## src/verilog/trim_alu_pkg.sv

```systemverilog
// Package: constants and types of the temperature compensation trim ALU
// Function
// - Room reference is 12 bits in words 0 to 2; its top bit must be zero.
// - Reference low 11 bits are an unsigned fraction zero to one, 11-bit resolution.
// - Gain zero-order term: words 12 to 14, low 10 bits used, top two zero.
// - Gain first-order term: signed 12 bits, words 8 to 10, range minus two to two.
// - Gain second-order term: signed 12 bits, words 4 to 6, range minus two to two.
// - Gain polynomial is evaluated at 12-bit precision, truncated to a 10-bit code.
// - Gain fraction outside zero to one raises the fault.
// - Offset fraction is zero term plus first times delta plus second times delta squared.
// - Offset zero-order term: words 28 to 30, low 10 bits used, top two zero.
// - Offset first-order term: signed 12 bits, words 24 to 26, minus two to two.
// - Offset second-order term: signed 12 bits, words 20 to 22, minus two to two.
// - Offset polynomial is evaluated at 12-bit precision, truncated to a 10-bit code.
// - Offset fraction outside zero to one raises the fault.
// - Coarse offset is a 7-bit code from words 11 and 15, passed on unchanged.
// - Output is limited by a 3-bit low clamp code and a 3-bit high clamp code.
// - Filter node above high threshold selects high; below low threshold selects low.
// - Low clamp code, zero to seven, sits in word 19.
// - High clamp code, zero to seven, spreads over words 19 and 23.
// - Gain fraction is zero term plus first times delta plus second times delta squared.
// - Each memory word has four data bits and a parity bit; ones count is odd.
// - Input swap bit in word 7 exchanges the two differential sensor inputs.
package trim_alu_pkg;

    // Calibration memory geometry
    localparam int MEM_WORDS = 64;
    localparam int MEM_AW    = 6;
    localparam int WORD_W    = 5;
    localparam int NIB_W     = 4;

    // Word addresses; multi-word values are stored low nibble first
    localparam logic [MEM_AW-1:0] ADDR_ROOM_TEMP_REF  = 6'h00;
    localparam logic [MEM_AW-1:0] ADDR_GAIN_SECOND    = 6'h04;
    localparam logic [MEM_AW-1:0] ADDR_SWAP_OPTION    = 6'h07;
    localparam logic [MEM_AW-1:0] ADDR_GAIN_FIRST     = 6'h08;
    localparam logic [MEM_AW-1:0] ADDR_COARSE_LOW     = 6'h0B;
    localparam logic [MEM_AW-1:0] ADDR_GAIN_ZERO      = 6'h0C;
    localparam logic [MEM_AW-1:0] ADDR_COARSE_HIGH    = 6'h0F;
    localparam logic [MEM_AW-1:0] ADDR_CLAMP_SHARED   = 6'h13;
    localparam logic [MEM_AW-1:0] ADDR_OFFSET_SECOND  = 6'h14;
    localparam logic [MEM_AW-1:0] ADDR_CLAMP_HIGH_TOP = 6'h17;
    localparam logic [MEM_AW-1:0] ADDR_OFFSET_FIRST   = 6'h18;
    localparam logic [MEM_AW-1:0] ADDR_OFFSET_ZERO    = 6'h1C;

    // Field positions
    localparam int SWAP_BIT        = 0;
    localparam int LOW_CLAMP_LSB   = 0;
    localparam int HIGH_CLAMP_BIT0 = 3;
    localparam int PARITY_BIT      = 4;

    // Widths
    localparam int TEMP_W   = 10;
    localparam int FRAC_W   = 11;
    localparam int COEF_W   = 12;
    localparam int PREC_W   = 12;
    localparam int DAC_W    = 10;
    localparam int COARSE_W = 7;
    localparam int CLAMP_W  = 3;

    // Reset values: an erased word is zero data with odd parity
    localparam logic [WORD_W-1:0] MEM_RESET_WORD = 5'h10;
    localparam logic [DAC_W-1:0]  DAC_RESET_CODE = 10'h000;

    typedef struct packed {
        logic              en;
        logic [MEM_AW-1:0] addr;
        logic [WORD_W-1:0] data;
    } mem_wr_t;

    typedef struct packed {
        logic              valid;
        logic [TEMP_W-1:0] code;
    } temp_in_t;

    typedef enum logic [2:0] {
        ST_IDLE  = 3'h1,
        ST_CALC  = 3'h2,
        ST_LATCH = 3'h4
    } alu_state_t;

    typedef enum logic [1:0] {
        CLAMP_PASS = 2'h0,
        CLAMP_LOW  = 2'h1,
        CLAMP_HIGH = 2'h2
    } clamp_sel_t;

endpackage

```

## src/verilog/trim_poly_eval.sv

```systemverilog
// Second-order temperature polynomial with range check and DAC truncation
`timescale 1ns/1ps
module trim_poly_eval #(
    parameter int CW = trim_alu_pkg::COEF_W,
    parameter int DW = trim_alu_pkg::COEF_W,
    parameter int PW = trim_alu_pkg::PREC_W,
    parameter int OW = trim_alu_pkg::DAC_W
) (
    // Coefficients: zero term unsigned, others signed with CW-2 fraction bits
    input  wire logic [CW-1:0] coefZero,
    input  wire logic [CW-1:0] coefFirst,
    input  wire logic [CW-1:0] coefSecond,
    // Temperature delta, signed, DW-1 fraction bits
    input  wire logic [DW-1:0] tempDelta,
    // Result
    output logic [OW-1:0]      dacCode,
    output logic               rangeErr
);
    import trim_alu_pkg::*;

    localparam int SH    = (CW - 2) + (DW - 1) - PW;
    localparam int ACC_W = PW + 6;

    logic signed [DW-1:0]    d;
    logic signed [2*DW-1:0]  sq;
    logic signed [DW:0]      sqScaled;
    logic signed [CW+DW-1:0] t1;
    logic signed [CW+DW:0]   t2;
    logic signed [ACC_W-1:0] acc;

    always_comb begin
        d        = signed'(tempDelta);
        sq       = d * d;
        // Square back to DW-1 fraction bits; never negative
        sqScaled = sq[2*DW-1:DW-1];
        t1       = signed'(coefFirst) * d;
        t2       = signed'(coefSecond) * sqScaled;
        // Only the low OW bits of the zero term take part
        acc      = ACC_W'(t1 >>> SH) + ACC_W'(t2 >>> SH)
                 + signed'(ACC_W'({coefZero[OW-1:0], {(PW-OW){1'b0}}}));
        // Fraction must lie in zero up to (not including) one
        rangeErr = acc[ACC_W-1] | (|acc[ACC_W-2:PW]);
        if (!rangeErr) begin
            // Drop the two guard bits for the DAC
            dacCode = acc[PW-1 -: OW];
        end else if (acc[ACC_W-1]) begin
            dacCode = {OW{1'b0}};
        end else begin
            dacCode = {OW{1'b1}};
        end
    end

endmodule // trim_poly_eval

```

## src/verilog/temp_comp_fine_trim_alu.sv

```systemverilog
// Top: calibration words, fine trim ALU, coarse and clamp codes, clamp selection
`timescale 1ns/1ps
module temp_comp_fine_trim_alu (
    // Clock and reset
    input  wire logic                                   core_clk,
    input  wire logic                                   srst,
    // Calibration memory access
    input  wire trim_alu_pkg::mem_wr_t                  memWr,
    input  wire logic [trim_alu_pkg::MEM_AW-1:0]        memRdAddr,
    output logic [trim_alu_pkg::WORD_W-1:0]             memRdData,
    // Temperature converter
    input  wire trim_alu_pkg::temp_in_t                 tempIn,
    // Filter node comparators, asynchronous
    input  wire logic                                   filterAboveHigh,
    input  wire logic                                   filterBelowLow,
    // Trim codes
    output logic [trim_alu_pkg::DAC_W-1:0]              gainDacCode,
    output logic [trim_alu_pkg::DAC_W-1:0]              offsetDacCode,
    output logic [trim_alu_pkg::COARSE_W-1:0]           coarseOffsetCode,
    output logic [trim_alu_pkg::CLAMP_W-1:0]            lowClampCode,
    output logic [trim_alu_pkg::CLAMP_W-1:0]            highClampCode,
    output logic                                        inputSwapOption,
    output trim_alu_pkg::clamp_sel_t                    clampSel,
    // Status
    output logic                                        resultValid,
    output logic                                        faultOut,
    output logic                                        gainRangeErr,
    output logic                                        offsetRangeErr,
    output logic                                        parityFault,
    output logic                                        formatFault
);
    import trim_alu_pkg::*;

    function automatic logic oddParity(input logic [WORD_W-1:0] w);
        oddParity = ^w;
    endfunction

    // Calibration memory
    logic [WORD_W-1:0] mem_q [MEM_WORDS];
    logic [WORD_W-1:0] mem_d [MEM_WORDS];
    logic [WORD_W-1:0] memRdData_q;
    logic [WORD_W-1:0] memRdData_d;
    logic              parityFault_q;
    logic              parityFault_d;

    function automatic logic [COEF_W-1:0] readCoef(input logic [MEM_AW-1:0] base);
        readCoef = {mem_q[base + 6'h02][NIB_W-1:0],
                    mem_q[base + 6'h01][NIB_W-1:0],
                    mem_q[base][NIB_W-1:0]};
    endfunction

    always_comb begin
        for (int i = 0; i < MEM_WORDS; i++) begin
            mem_d[i] = mem_q[i];
        end
        if (memWr.en) begin
            mem_d[memWr.addr] = memWr.data;
        end
        memRdData_d   = mem_q[memRdAddr];
        parityFault_d = 1'b0;
        for (int i = 0; i < MEM_WORDS; i++) begin
            if (!oddParity(mem_q[i])) begin
                parityFault_d = 1'b1;
            end
        end
    end

    always_ff @(posedge core_clk) begin
        if (srst) begin
            for (int i = 0; i < MEM_WORDS; i++) begin
                mem_q[i] <= MEM_RESET_WORD;
            end
            memRdData_q   <= MEM_RESET_WORD;
            parityFault_q <= 1'b0;
        end else begin
            mem_q         <= mem_d;
            memRdData_q   <= memRdData_d;
            parityFault_q <= parityFault_d;
        end
    end

    // Decoded calibration values
    logic [COEF_W-1:0] roomTempReference;
    logic [COEF_W-1:0] gainCoefZeroOrder;
    logic [COEF_W-1:0] gainCoefFirstOrder;
    logic [COEF_W-1:0] gainCoefSecondOrder;
    logic [COEF_W-1:0] offsetCoefZeroOrder;
    logic [COEF_W-1:0] offsetCoefFirstOrder;
    logic [COEF_W-1:0] offsetCoefSecondOrder;

    always_comb begin
        roomTempReference     = readCoef(ADDR_ROOM_TEMP_REF);
        gainCoefZeroOrder     = readCoef(ADDR_GAIN_ZERO);
        gainCoefFirstOrder    = readCoef(ADDR_GAIN_FIRST);
        gainCoefSecondOrder   = readCoef(ADDR_GAIN_SECOND);
        offsetCoefZeroOrder   = readCoef(ADDR_OFFSET_ZERO);
        offsetCoefFirstOrder  = readCoef(ADDR_OFFSET_FIRST);
        offsetCoefSecondOrder = readCoef(ADDR_OFFSET_SECOND);
    end

    // Sequencer and ALU
    alu_state_t        state_q;
    alu_state_t        state_d;
    logic [TEMP_W-1:0] tempCode_q;
    logic [TEMP_W-1:0] tempCode_d;
    logic [COEF_W-1:0] delta_q;
    logic [COEF_W-1:0] delta_d;
    logic [DAC_W-1:0]  gainCode;
    logic [DAC_W-1:0]  offsetCode;
    logic              gainErr;
    logic              offsetErr;
    logic [DAC_W-1:0]  gainDac_q;
    logic [DAC_W-1:0]  gainDac_d;
    logic [DAC_W-1:0]  offsetDac_q;
    logic [DAC_W-1:0]  offsetDac_d;
    logic              gainRange_q;
    logic              gainRange_d;
    logic              offsetRange_q;
    logic              offsetRange_d;
    logic              fault_q;
    logic              fault_d;
    logic              valid_q;
    logic              valid_d;
    logic              format_q;
    logic              format_d;

    trim_poly_eval #(
        .CW (COEF_W),
        .DW (COEF_W),
        .PW (PREC_W),
        .OW (DAC_W)
    ) u_gain_poly (
        .coefZero   (gainCoefZeroOrder),
        .coefFirst  (gainCoefFirstOrder),
        .coefSecond (gainCoefSecondOrder),
        .tempDelta  (delta_q),
        .dacCode    (gainCode),
        .rangeErr   (gainErr)
    );

    trim_poly_eval #(
        .CW (COEF_W),
        .DW (COEF_W),
        .PW (PREC_W),
        .OW (DAC_W)
    ) u_offset_poly (
        .coefZero   (offsetCoefZeroOrder),
        .coefFirst  (offsetCoefFirstOrder),
        .coefSecond (offsetCoefSecondOrder),
        .tempDelta  (delta_q),
        .dacCode    (offsetCode),
        .rangeErr   (offsetErr)
    );

    always_comb begin
        state_d       = state_q;
        tempCode_d    = tempCode_q;
        delta_d       = delta_q;
        gainDac_d     = gainDac_q;
        offsetDac_d   = offsetDac_q;
        gainRange_d   = gainRange_q;
        offsetRange_d = offsetRange_q;
        fault_d       = fault_q;
        valid_d       = 1'b0;
        // Top bits that must be zero are ignored by the ALU but reported
        format_d      = roomTempReference[COEF_W-1]
                      | (|gainCoefZeroOrder[COEF_W-1:DAC_W])
                      | (|offsetCoefZeroOrder[COEF_W-1:DAC_W]);
        case (state_q)
            ST_IDLE: begin
                // Samples arriving while busy are dropped, not queued
                if (tempIn.valid) begin
                    tempCode_d = tempIn.code;
                    state_d    = ST_CALC;
                end
            end
            ST_CALC: begin
                // Code scaled to the reference's 11 fraction bits
                delta_d = {1'b0, tempCode_q, 1'b0}
                        - {1'b0, roomTempReference[FRAC_W-1:0]};
                state_d = ST_LATCH;
            end
            ST_LATCH: begin
                gainDac_d     = gainCode;
                offsetDac_d   = offsetCode;
                gainRange_d   = gainErr;
                offsetRange_d = offsetErr;
                fault_d       = gainErr | offsetErr;
                valid_d       = 1'b1;
                state_d       = ST_IDLE;
            end
            default: begin
                state_d = ST_IDLE;
            end
        endcase
    end

    always_ff @(posedge core_clk) begin
        if (srst) begin
            state_q       <= ST_IDLE;
            tempCode_q    <= {TEMP_W{1'b0}};
            delta_q       <= {COEF_W{1'b0}};
            gainDac_q     <= DAC_RESET_CODE;
            offsetDac_q   <= DAC_RESET_CODE;
            gainRange_q   <= 1'b0;
            offsetRange_q <= 1'b0;
            fault_q       <= 1'b0;
            valid_q       <= 1'b0;
            format_q      <= 1'b0;
        end else begin
            state_q       <= state_d;
            tempCode_q    <= tempCode_d;
            delta_q       <= delta_d;
            gainDac_q     <= gainDac_d;
            offsetDac_q   <= offsetDac_d;
            gainRange_q   <= gainRange_d;
            offsetRange_q <= offsetRange_d;
            fault_q       <= fault_d;
            valid_q       <= valid_d;
            format_q      <= format_d;
        end
    end

    // Static codes, clamp selection and comparator synchronisers
    logic [COARSE_W-1:0] coarse_q;
    logic [COARSE_W-1:0] coarse_d;
    logic [CLAMP_W-1:0]  lowClamp_q;
    logic [CLAMP_W-1:0]  lowClamp_d;
    logic [CLAMP_W-1:0]  highClamp_q;
    logic [CLAMP_W-1:0]  highClamp_d;
    logic                swap_q;
    logic                swap_d;
    logic [2:0]          aboveSync_q;
    logic [2:0]          aboveSync_d;
    logic [2:0]          belowSync_q;
    logic [2:0]          belowSync_d;
    logic                aboveFilt_q;
    logic                aboveFilt_d;
    logic                belowFilt_q;
    logic                belowFilt_d;
    clamp_sel_t          clampSel_q;
    clamp_sel_t          clampSel_d;

    always_comb begin
        coarse_d    = {mem_q[ADDR_COARSE_HIGH][COARSE_W-NIB_W-1:0],
                       mem_q[ADDR_COARSE_LOW][NIB_W-1:0]};
        lowClamp_d  = mem_q[ADDR_CLAMP_SHARED][LOW_CLAMP_LSB +: CLAMP_W];
        highClamp_d = {mem_q[ADDR_CLAMP_HIGH_TOP][CLAMP_W-2:0],
                       mem_q[ADDR_CLAMP_SHARED][HIGH_CLAMP_BIT0]};
        swap_d      = mem_q[ADDR_SWAP_OPTION][SWAP_BIT];
        aboveSync_d = {aboveSync_q[1:0], filterAboveHigh};
        belowSync_d = {belowSync_q[1:0], filterBelowLow};
        // A change counts only once the second and third stages agree
        aboveFilt_d = (aboveSync_q[1] == aboveSync_q[2]) ? aboveSync_q[2] : aboveFilt_q;
        belowFilt_d = (belowSync_q[1] == belowSync_q[2]) ? belowSync_q[2] : belowFilt_q;
        // High wins if both comparators trip, as with a shorted filter node
        if (aboveFilt_q) begin
            clampSel_d = CLAMP_HIGH;
        end else if (belowFilt_q) begin
            clampSel_d = CLAMP_LOW;
        end else begin
            clampSel_d = CLAMP_PASS;
        end
    end

    always_ff @(posedge core_clk) begin
        if (srst) begin
            coarse_q    <= {COARSE_W{1'b0}};
            lowClamp_q  <= {CLAMP_W{1'b0}};
            highClamp_q <= {CLAMP_W{1'b0}};
            swap_q      <= 1'b0;
            aboveSync_q <= 3'h0;
            belowSync_q <= 3'h0;
            aboveFilt_q <= 1'b0;
            belowFilt_q <= 1'b0;
            clampSel_q  <= CLAMP_PASS;
        end else begin
            coarse_q    <= coarse_d;
            lowClamp_q  <= lowClamp_d;
            highClamp_q <= highClamp_d;
            swap_q      <= swap_d;
            aboveSync_q <= aboveSync_d;
            belowSync_q <= belowSync_d;
            aboveFilt_q <= aboveFilt_d;
            belowFilt_q <= belowFilt_d;
            clampSel_q  <= clampSel_d;
        end
    end

    assign memRdData        = memRdData_q;
    assign gainDacCode      = gainDac_q;
    assign offsetDacCode    = offsetDac_q;
    assign coarseOffsetCode = coarse_q;
    assign lowClampCode     = lowClamp_q;
    assign highClampCode    = highClamp_q;
    assign inputSwapOption  = swap_q;
    assign clampSel         = clampSel_q;
    assign resultValid      = valid_q;
    assign faultOut         = fault_q;
    assign gainRangeErr     = gainRange_q;
    assign offsetRangeErr   = offsetRange_q;
    assign parityFault      = parityFault_q;
    assign formatFault      = format_q;
endmodule // temp_comp_fine_trim_alu

```

## config.mk

```make
export PLATFORM = sky130hd
export DESIGN_NAME = temp_comp_fine_trim_alu
export DESIGN_NICKNAME = d
export VERILOG_FILES = /design/src/verilog/trim_alu_pkg.sv /design/src/verilog/trim_poly_eval.sv /design/src/verilog/temp_comp_fine_trim_alu.sv
export SDC_FILE = /design/constraint.sdc
export NUM_CORES = 2
export LEC_CHECK = 0
export ABC_CLOCK_PERIOD_IN_PS = 14150
export BUFFER_PORTS_ARGS = -buffer_cell sky130_fd_sc_hd__clkbuf_2
export CAP_MARGIN = 5
export CORE_MARGIN = 1
export CORE_UTILIZATION = 45
export CTS_CLUSTER_DIAMETER = 120
export CTS_CLUSTER_SIZE = 40
export DETAILED_ROUTE_END_ITERATION = 16
export SKIP_CTS_REPAIR_TIMING = 1
export SYNTH_ARGS = -nofsm -noshare
export SYNTH_HDL_FRONTEND = slang
export SYNTH_SLANG_ARGS = --single-unit
```

## constraint.sdc

```tcl
create_clock -name core_clk -period 14.15 [get_ports core_clk]
set_input_delay 0.7075 -clock core_clk [delete_from_list [all_inputs] [get_ports core_clk]]
set_output_delay 0.7075 -clock core_clk [all_outputs]
set_load 0.01 [all_outputs]
```

### Yosys cells after proc, flatten, opt, wreduce, memory -nomap -nowiden

Cells that the tools add are included.

* output and inout port bits: 47
* input bits: 33
* bits in registers: 400
* logic and storage cells: 262

* reduce and logical (&&, ||, !) cells: 71
* muxes and demuxes: 79
* magnitude comparators: 3
* equal/unequal tests: 6
* add/sub/neg operators: 5
* bitwise logic cells: 7
* $mul: 5

Operator list (number)
* bitwise mux 320 bit: 1
* parity 5 bit: 64
* multiplier 12 x 12 -> 24 bit: 3
* two-way mux 1 bit: 66
* multiplier 12 x 13 -> 25 bit: 2
* two-way mux 10 bit: 4
* adder 18 x 13 -> 18 bit: 2
* adder 15 x 16 -> 17 bit: 2
* binary-select mux 5 bit (select 6 bit): 1
* demux 5 bit (select 6 bit): 1
* two-way mux 5 bit: 3
* >= comparator 7 bit, second input constant: 2
* inverter 6 -> 7 bit: 2
* subtractor 11 x 11 -> 12 bit: 1
* OR reduction 5 bit: 2
* less-than comparator 7 x 1 -> 1 bit, second input constant: 1
* one-hot mux 3 bit (2 select lines): 1
* OR reduction 2 bit: 3
* OR 1 bit: 5
* == test 3 x 1 -> 1 bit, second input constant: 1
* == test 3 x 2 -> 1 bit, second input constant: 1
* == test 3 bit, second input constant: 1
* two-way mux 3 bit: 1
* == test 1 bit: 2
* 4 further kinds: 4

### Depth between registers and ports, before layout

* depth after elaboration: 65
* mapped depth: 63
* depth with buffers taken out: 60

### By module

From an unflattened synthesis, not the netlist that was laid out.

* cell total of the unflattened synthesis: 5964
* area, all modules: 53720.3 um^2

By module, submodules not included
* temp_comp_fine_trim_alu: area each 19558.8 um^2, cells each 2081, times used 1, sequential area each 8007.7 um^2
* trim_poly_eval at u_offset_poly: area each 17423.0 um^2, cells each 1998, times used 1, sequential area each 0.0 um^2
* trim_poly_eval at u_gain_poly: area each 16738.6 um^2, cells each 1885, times used 1, sequential area each 0.0 um^2

### Worst setup path after synthesis

No wires, ideal clock.

* path type: register to register
* from: reg delta_q[4]
* to: reg gainDac_q[4] (netlist: gainDacCode[4])
* clock period less this slack: 13.403 ns
* cell stages (with the launch flop): 58
* data arrival time: 13.311 ns
* required time: 14.058 ns
* setup time: 0.092 ns
* slack: 0.747 ns
* path buffers: 4
* path through: dfxtp_1 clkbuf_1 clkbuf_1 nand2_1 inv_1 fa_1 fa_1 inv_1 fa_1 inv_1 fa_1 inv_1 fa_1 inv_1 ha_1 nor3_1 o21ai_1 a41o_1 [22 not listed] nor2_1 xnor2_1 ha_1 a211oi_1 a31oi_1 xor2_1 ha_1 or4_1 or3_1 a31oi_1 nor2b_1 o21ai_0 a211o_1 nor2_1 nor4bb_1 a311o_1 buf_2 a311oi_1

* word-level cells in the longest chain between the ends: 7
* elaborated cells on any way between the ends: 9
* classes of those cells: add/sub: 2; mul: 3; mux: 2; bitwise: 1; reduce/logical: 1

RTL lines
* from (decl): RTL line temp_comp_fine_trim_alu.sv:106 `logic [COEF_W-1:0] delta_q;`
* from (signal assigned): RTL line temp_comp_fine_trim_alu.sv:202 `delta_q <= {COEF_W{1'b0}};`
* from (signal assigned): RTL line temp_comp_fine_trim_alu.sv:213 `delta_q <= delta_d;`
* multiplier 12 x 12 -> 24 bit: RTL line trim_poly_eval.sv:33 `sq = d * d;`
* multiplier 12 x 13 -> 25 bit: RTL line trim_poly_eval.sv:37 `t2 = signed'(coefSecond) * sqScaled;`
* adder 15 x 16 -> 17 bit *: RTL line trim_poly_eval.sv:39 `acc = ACC_W'(t1 >>> SH) + ACC_W'(t2 >>> SH)`
* adder 18 x 13 -> 18 bit *: RTL line trim_poly_eval.sv:40 `+ signed'(ACC_W'({coefZero[OW-1:0], {(PW-OW){1'b0}}}));`
* OR reduction 5 bit: RTL line trim_poly_eval.sv:42 `rangeErr = acc[ACC_W-1] | (|acc[ACC_W-2:PW]);`
* OR 1 bit: RTL line trim_poly_eval.sv:42
* two-way mux 10 bit *: RTL line trim_poly_eval.sv:43 `if (!rangeErr) begin`
* to (signal assigned): RTL line temp_comp_fine_trim_alu.sv:214 `gainDac_q <= gainDac_d;`
* to (decl): RTL line temp_comp_fine_trim_alu.sv:112 `logic [DAC_W-1:0] gainDac_q;`

Mark *: on every way between the ends. The rest lies on a longest branch, timed or not.
A chain may end at the register's enable or synchronous reset.

### Final worst setup path

* from: reg delta_q[5]
* to: reg gainDac_q[9] (netlist: gainDacCode[9])

The elaborated chain is that of the path after synthesis.

==> flow_summary_export.csv <==
group,metric,value,unit
power_and_ir_drop,powerDensity,39.38,nW/um^2
floorplan,ios,80,
grt,grt_use_total,24.52,%
yosys,synth_cell_types,79,
sta,finClkSkew,69.09,ps
floorplan,core_area,105100,um^2
power_and_ir_drop,irDropWorstVdd,0.07055,mV
yosys,syn_nets,6278,
clocking,cts.sinks,400,
setup_path,cp.required,14630,ps
sta,drv_slew,0,
detailed_routing,wirelength,129800,um
grt,grt_pass1_wl,204500,um
layout,regArea,8026,um^2
run,drv_cap,0,
power_and_ir_drop,switchingPower,0.5640,mW
yosys,syn_inst,5245,
sta,worstMarginPinSlew,1228,ps
layout,drive_gt1_share,7.389,%
grt,grt_use_met1,33.56,%
floorplan,rows,119,
layout,finalNetCount,6186,
clocking,clk_pin_slew,140,ps
yosys,synth_area_leaders,"fa_1 29%, dfxtp_1 17%, ha_1 8.4%, inv_1 6.6%, xnor2_1 5.6%",
grt,grt_pass1_vias,35520,
sta,period_minus_slack,13640,ps
layout,final_cell_area,50300,um^2
yosys,synth_edf_count,0,
layout,final_cells,6549,
setup_path,slowest_delay,530,ps
yosys,synth_top_area_share,28.56,%
layout,multi_input_area,35770,um^2
yosys,syn_area_per_cell,9.087,um^2
detailed_routing,vias,34840,
sta,post-route-period-util,96.36,%
floorplan,die_height,327.4,um
clocking,cts_max_level,1,
outcome,status,"complete, no violations",
setup_path,worst-endpoint-arrival,14110,ps
grt,met2_usage,39.55,%
detailed_routing,drtIter0Drc,2598,
yosys,syn_area,47660,um^2
clocking,cts_tree,"done",
sta,tns,0,ps
placement,place_inst,6515,
detailed_routing,post_drt_wl_per_cell,19.83,um
floorplan,start_util,45.34,%
placement,dp_slack,95.95,ps
layout,nFillCells,10220,
grt,busiest_layer,"met2",
sta,setup_viol,0,
floorplan,dieArea,107200,um^2
grt,antenna_found_initial,8,
power_and_ir_drop,p_int,1.417,mW
setup_path,slowest_stage,"fa_1",
sta,finalHoldViolations,0,
floorplan,dieWidth,327.4,um
sta,slew-limit-headroom,17.53,%
yosys,synthArstFlopShare,0,%
placement,place_area,49450,um^2
layout,areaGrowthSynthToFinish,5.539,%
layout,fin_util,47.85,%
worst_hold_path,hold_path_class,"input port to flop",
clocking,clock_path_buffers,3,
detailed_routing,vias_per_cell,5.320,
grt,grt_overflow,0,
power_and_ir_drop,clock_power_share,30.4,%
clocking,clockRootBuffer,"clkbuf_16",
placement,port_buffers,79,
power_and_ir_drop,switching_share,28.47,%
yosys,yosysSeqAreaShare,16.80,%
setup_path,crit_path_start_kind,"flop",
yosys,ys.flop_type,"dfxtp_1",
clocking,cts_buffers,15,
setup_path,cp_max_fo,6,
setup_path,crit_path_end_kind,"flop",
detailed_routing,dr.pass1.iters,5,
placement,dp_hpwl,101400,um
detailed_routing,drc,0,
clocking,clock_latency,580,ps
placement,gp_congestion,0.9019,
yosys,ys_seq_elements,400,
power_and_ir_drop,p_comb_share,11.8,%
power_and_ir_drop,power_frac_seq,57.8,%
detailed_routing,postRouteAntennaNets,0,
grt,grt_max_degree,85,
power_and_ir_drop,p_leak,22.43,nW
yosys,yosysWarnings,0,
sta,finalWorstSetupSlack,514.7,ps
yosys,synth_top_area_cell,"fa_1",
grt,grtUsageMet3,3.924,%
sta,fmaxAchievable,73.34,MHz
setup_path,crit_type,"flop to flop",
power by group through the flow:
stage / clock, mW / sequential, mW / combinational [mW]
after floorplan: 0 / 1.17 / 0.154
final: 0.602 / 1.15 / 0.233
after global placement: 0 / 1.17 / 0.227
after global routing: 0.652 / 1.15 / 0.251
after CTS: 0.620 / 1.15 / 0.229
after detailed placement: 0 / 1.17 / 0.228
area by class of cell:
| class | instances | share of cell area (%) |
|---|---|---|
| diodes | 2 | 0.009950 |
| flip-flops and latches | 400 | 15.96 |
| clock buffers | 15 | 0.7462 |
| clock inverters | 5 | 0.1766 |
| repair buffers | 167 | 2.266 |
| well taps | 1391 | 3.460 |
| multi-input cells | 3730 | 71.12 |
| inverters | 839 | 6.268 |
cells in the mapped netlist, drive strengths merged (6+ instances only):
library cell,instances
or3,12
nand4,10
o21a,24
xor2,83
nor4,14
inv,839
and2,244
nor2b,41
mux2i,196
a31oi,9
a22oi,6
a311oi,9
xnor2,307
nor3,42
nor2,350
o31ai,6
nand2b,40
nand3,172
nor3b,8
nand2,656
a21oi,186
buf,30
a2111oi,7
or2,9
a211oi,20
and3,20
dfxtp,400
ha,320
a21o,22
a21boi,10
clkbuf,247
o21bai,16
mux4,105
fa,680
o21ai,44
cells by family (layout without fill, tap and decap cells):
family                   after synthesis  in the layout  synth area share, %
XOR/XNOR                             390            390                7.167
buffers and inverters               1116           1026                8.810
adder cells (fa/ha/maj)             1000           1000                36.96
multiplexers                         304            304                9.149
AND/OR/NAND/NOR                     1639           1639                15.84
other                                  0              2                    0
flip-flops                           400            400                16.80
AO/OA/AOI/OAI                        396            397                5.269
path summary, 6_finish.rpt:
path	slack (ps)	to	depth (start not counted)	start
max reg2reg	510	gainDacCode[9]	53	delta_q[5]
max	510	gainDacCode[9]	53	delta_q[5]
min reg2reg	450	belowSync_q[1]	1	belowSync_q[0]
min	330	tempCode_q[1]	3	tempIn[1]
cells in the final DEF (no fill, tap or decap), types with 41 or more instances in the layout:
master,n
inv_1,833
fa_1,680
nand2_1,654
dfxtp_1,393
nor2_1,343
ha_1,319
xnor2_1,300
and2_1,242
mux2i_1,196
a21oi_1,179
nand3_1,172
mux4_2,105
xor2_1,82
buf_4,80
clkbuf_2,76
nor2b_1,41
routing by layer:
layer,wire length (um),vias up
met1,56060,17390
met3,8605,197
met5,57,-
li1,-,16230
met4,4879,8
met2,60240,1022
flip-flops by register name, summed over array words and instances (netlist names), 10 cells and up:
name	count
mem_q	271
gainCoefFirstOrder	12
delta_q	12
gainCoefZeroOrder	12
offsetDacCode	10
gainDacCode	10
gainCoefSecondOrder	12
tempCode_q	10
through the flow:
| stage | hold slack, ps | power (mW) |
|---|---|---|
| 3_5_place_dp | 426.6 | 1.398 |
| 2_1_floorplan | 413.8 | 1.319 |
| 6_report | 331.5 | 1.981 |
| 4_1_cts | 310.5 | 1.994 |
| 3_3_place_gp | 417.1 | 1.397 |
| 5_1_grt | 321.2 | 2.050 |
critical path, delay by kind of cell (launching register included):
family,cells,cell delay [ps]
simple gates,9,1900
xor+xnor,2,270
buf+inv,10,500
fa+ha+maj,14,6120
compound gates,18,4350
flops,1,420
Note: power is estimated with default switching activity, not from simulation.
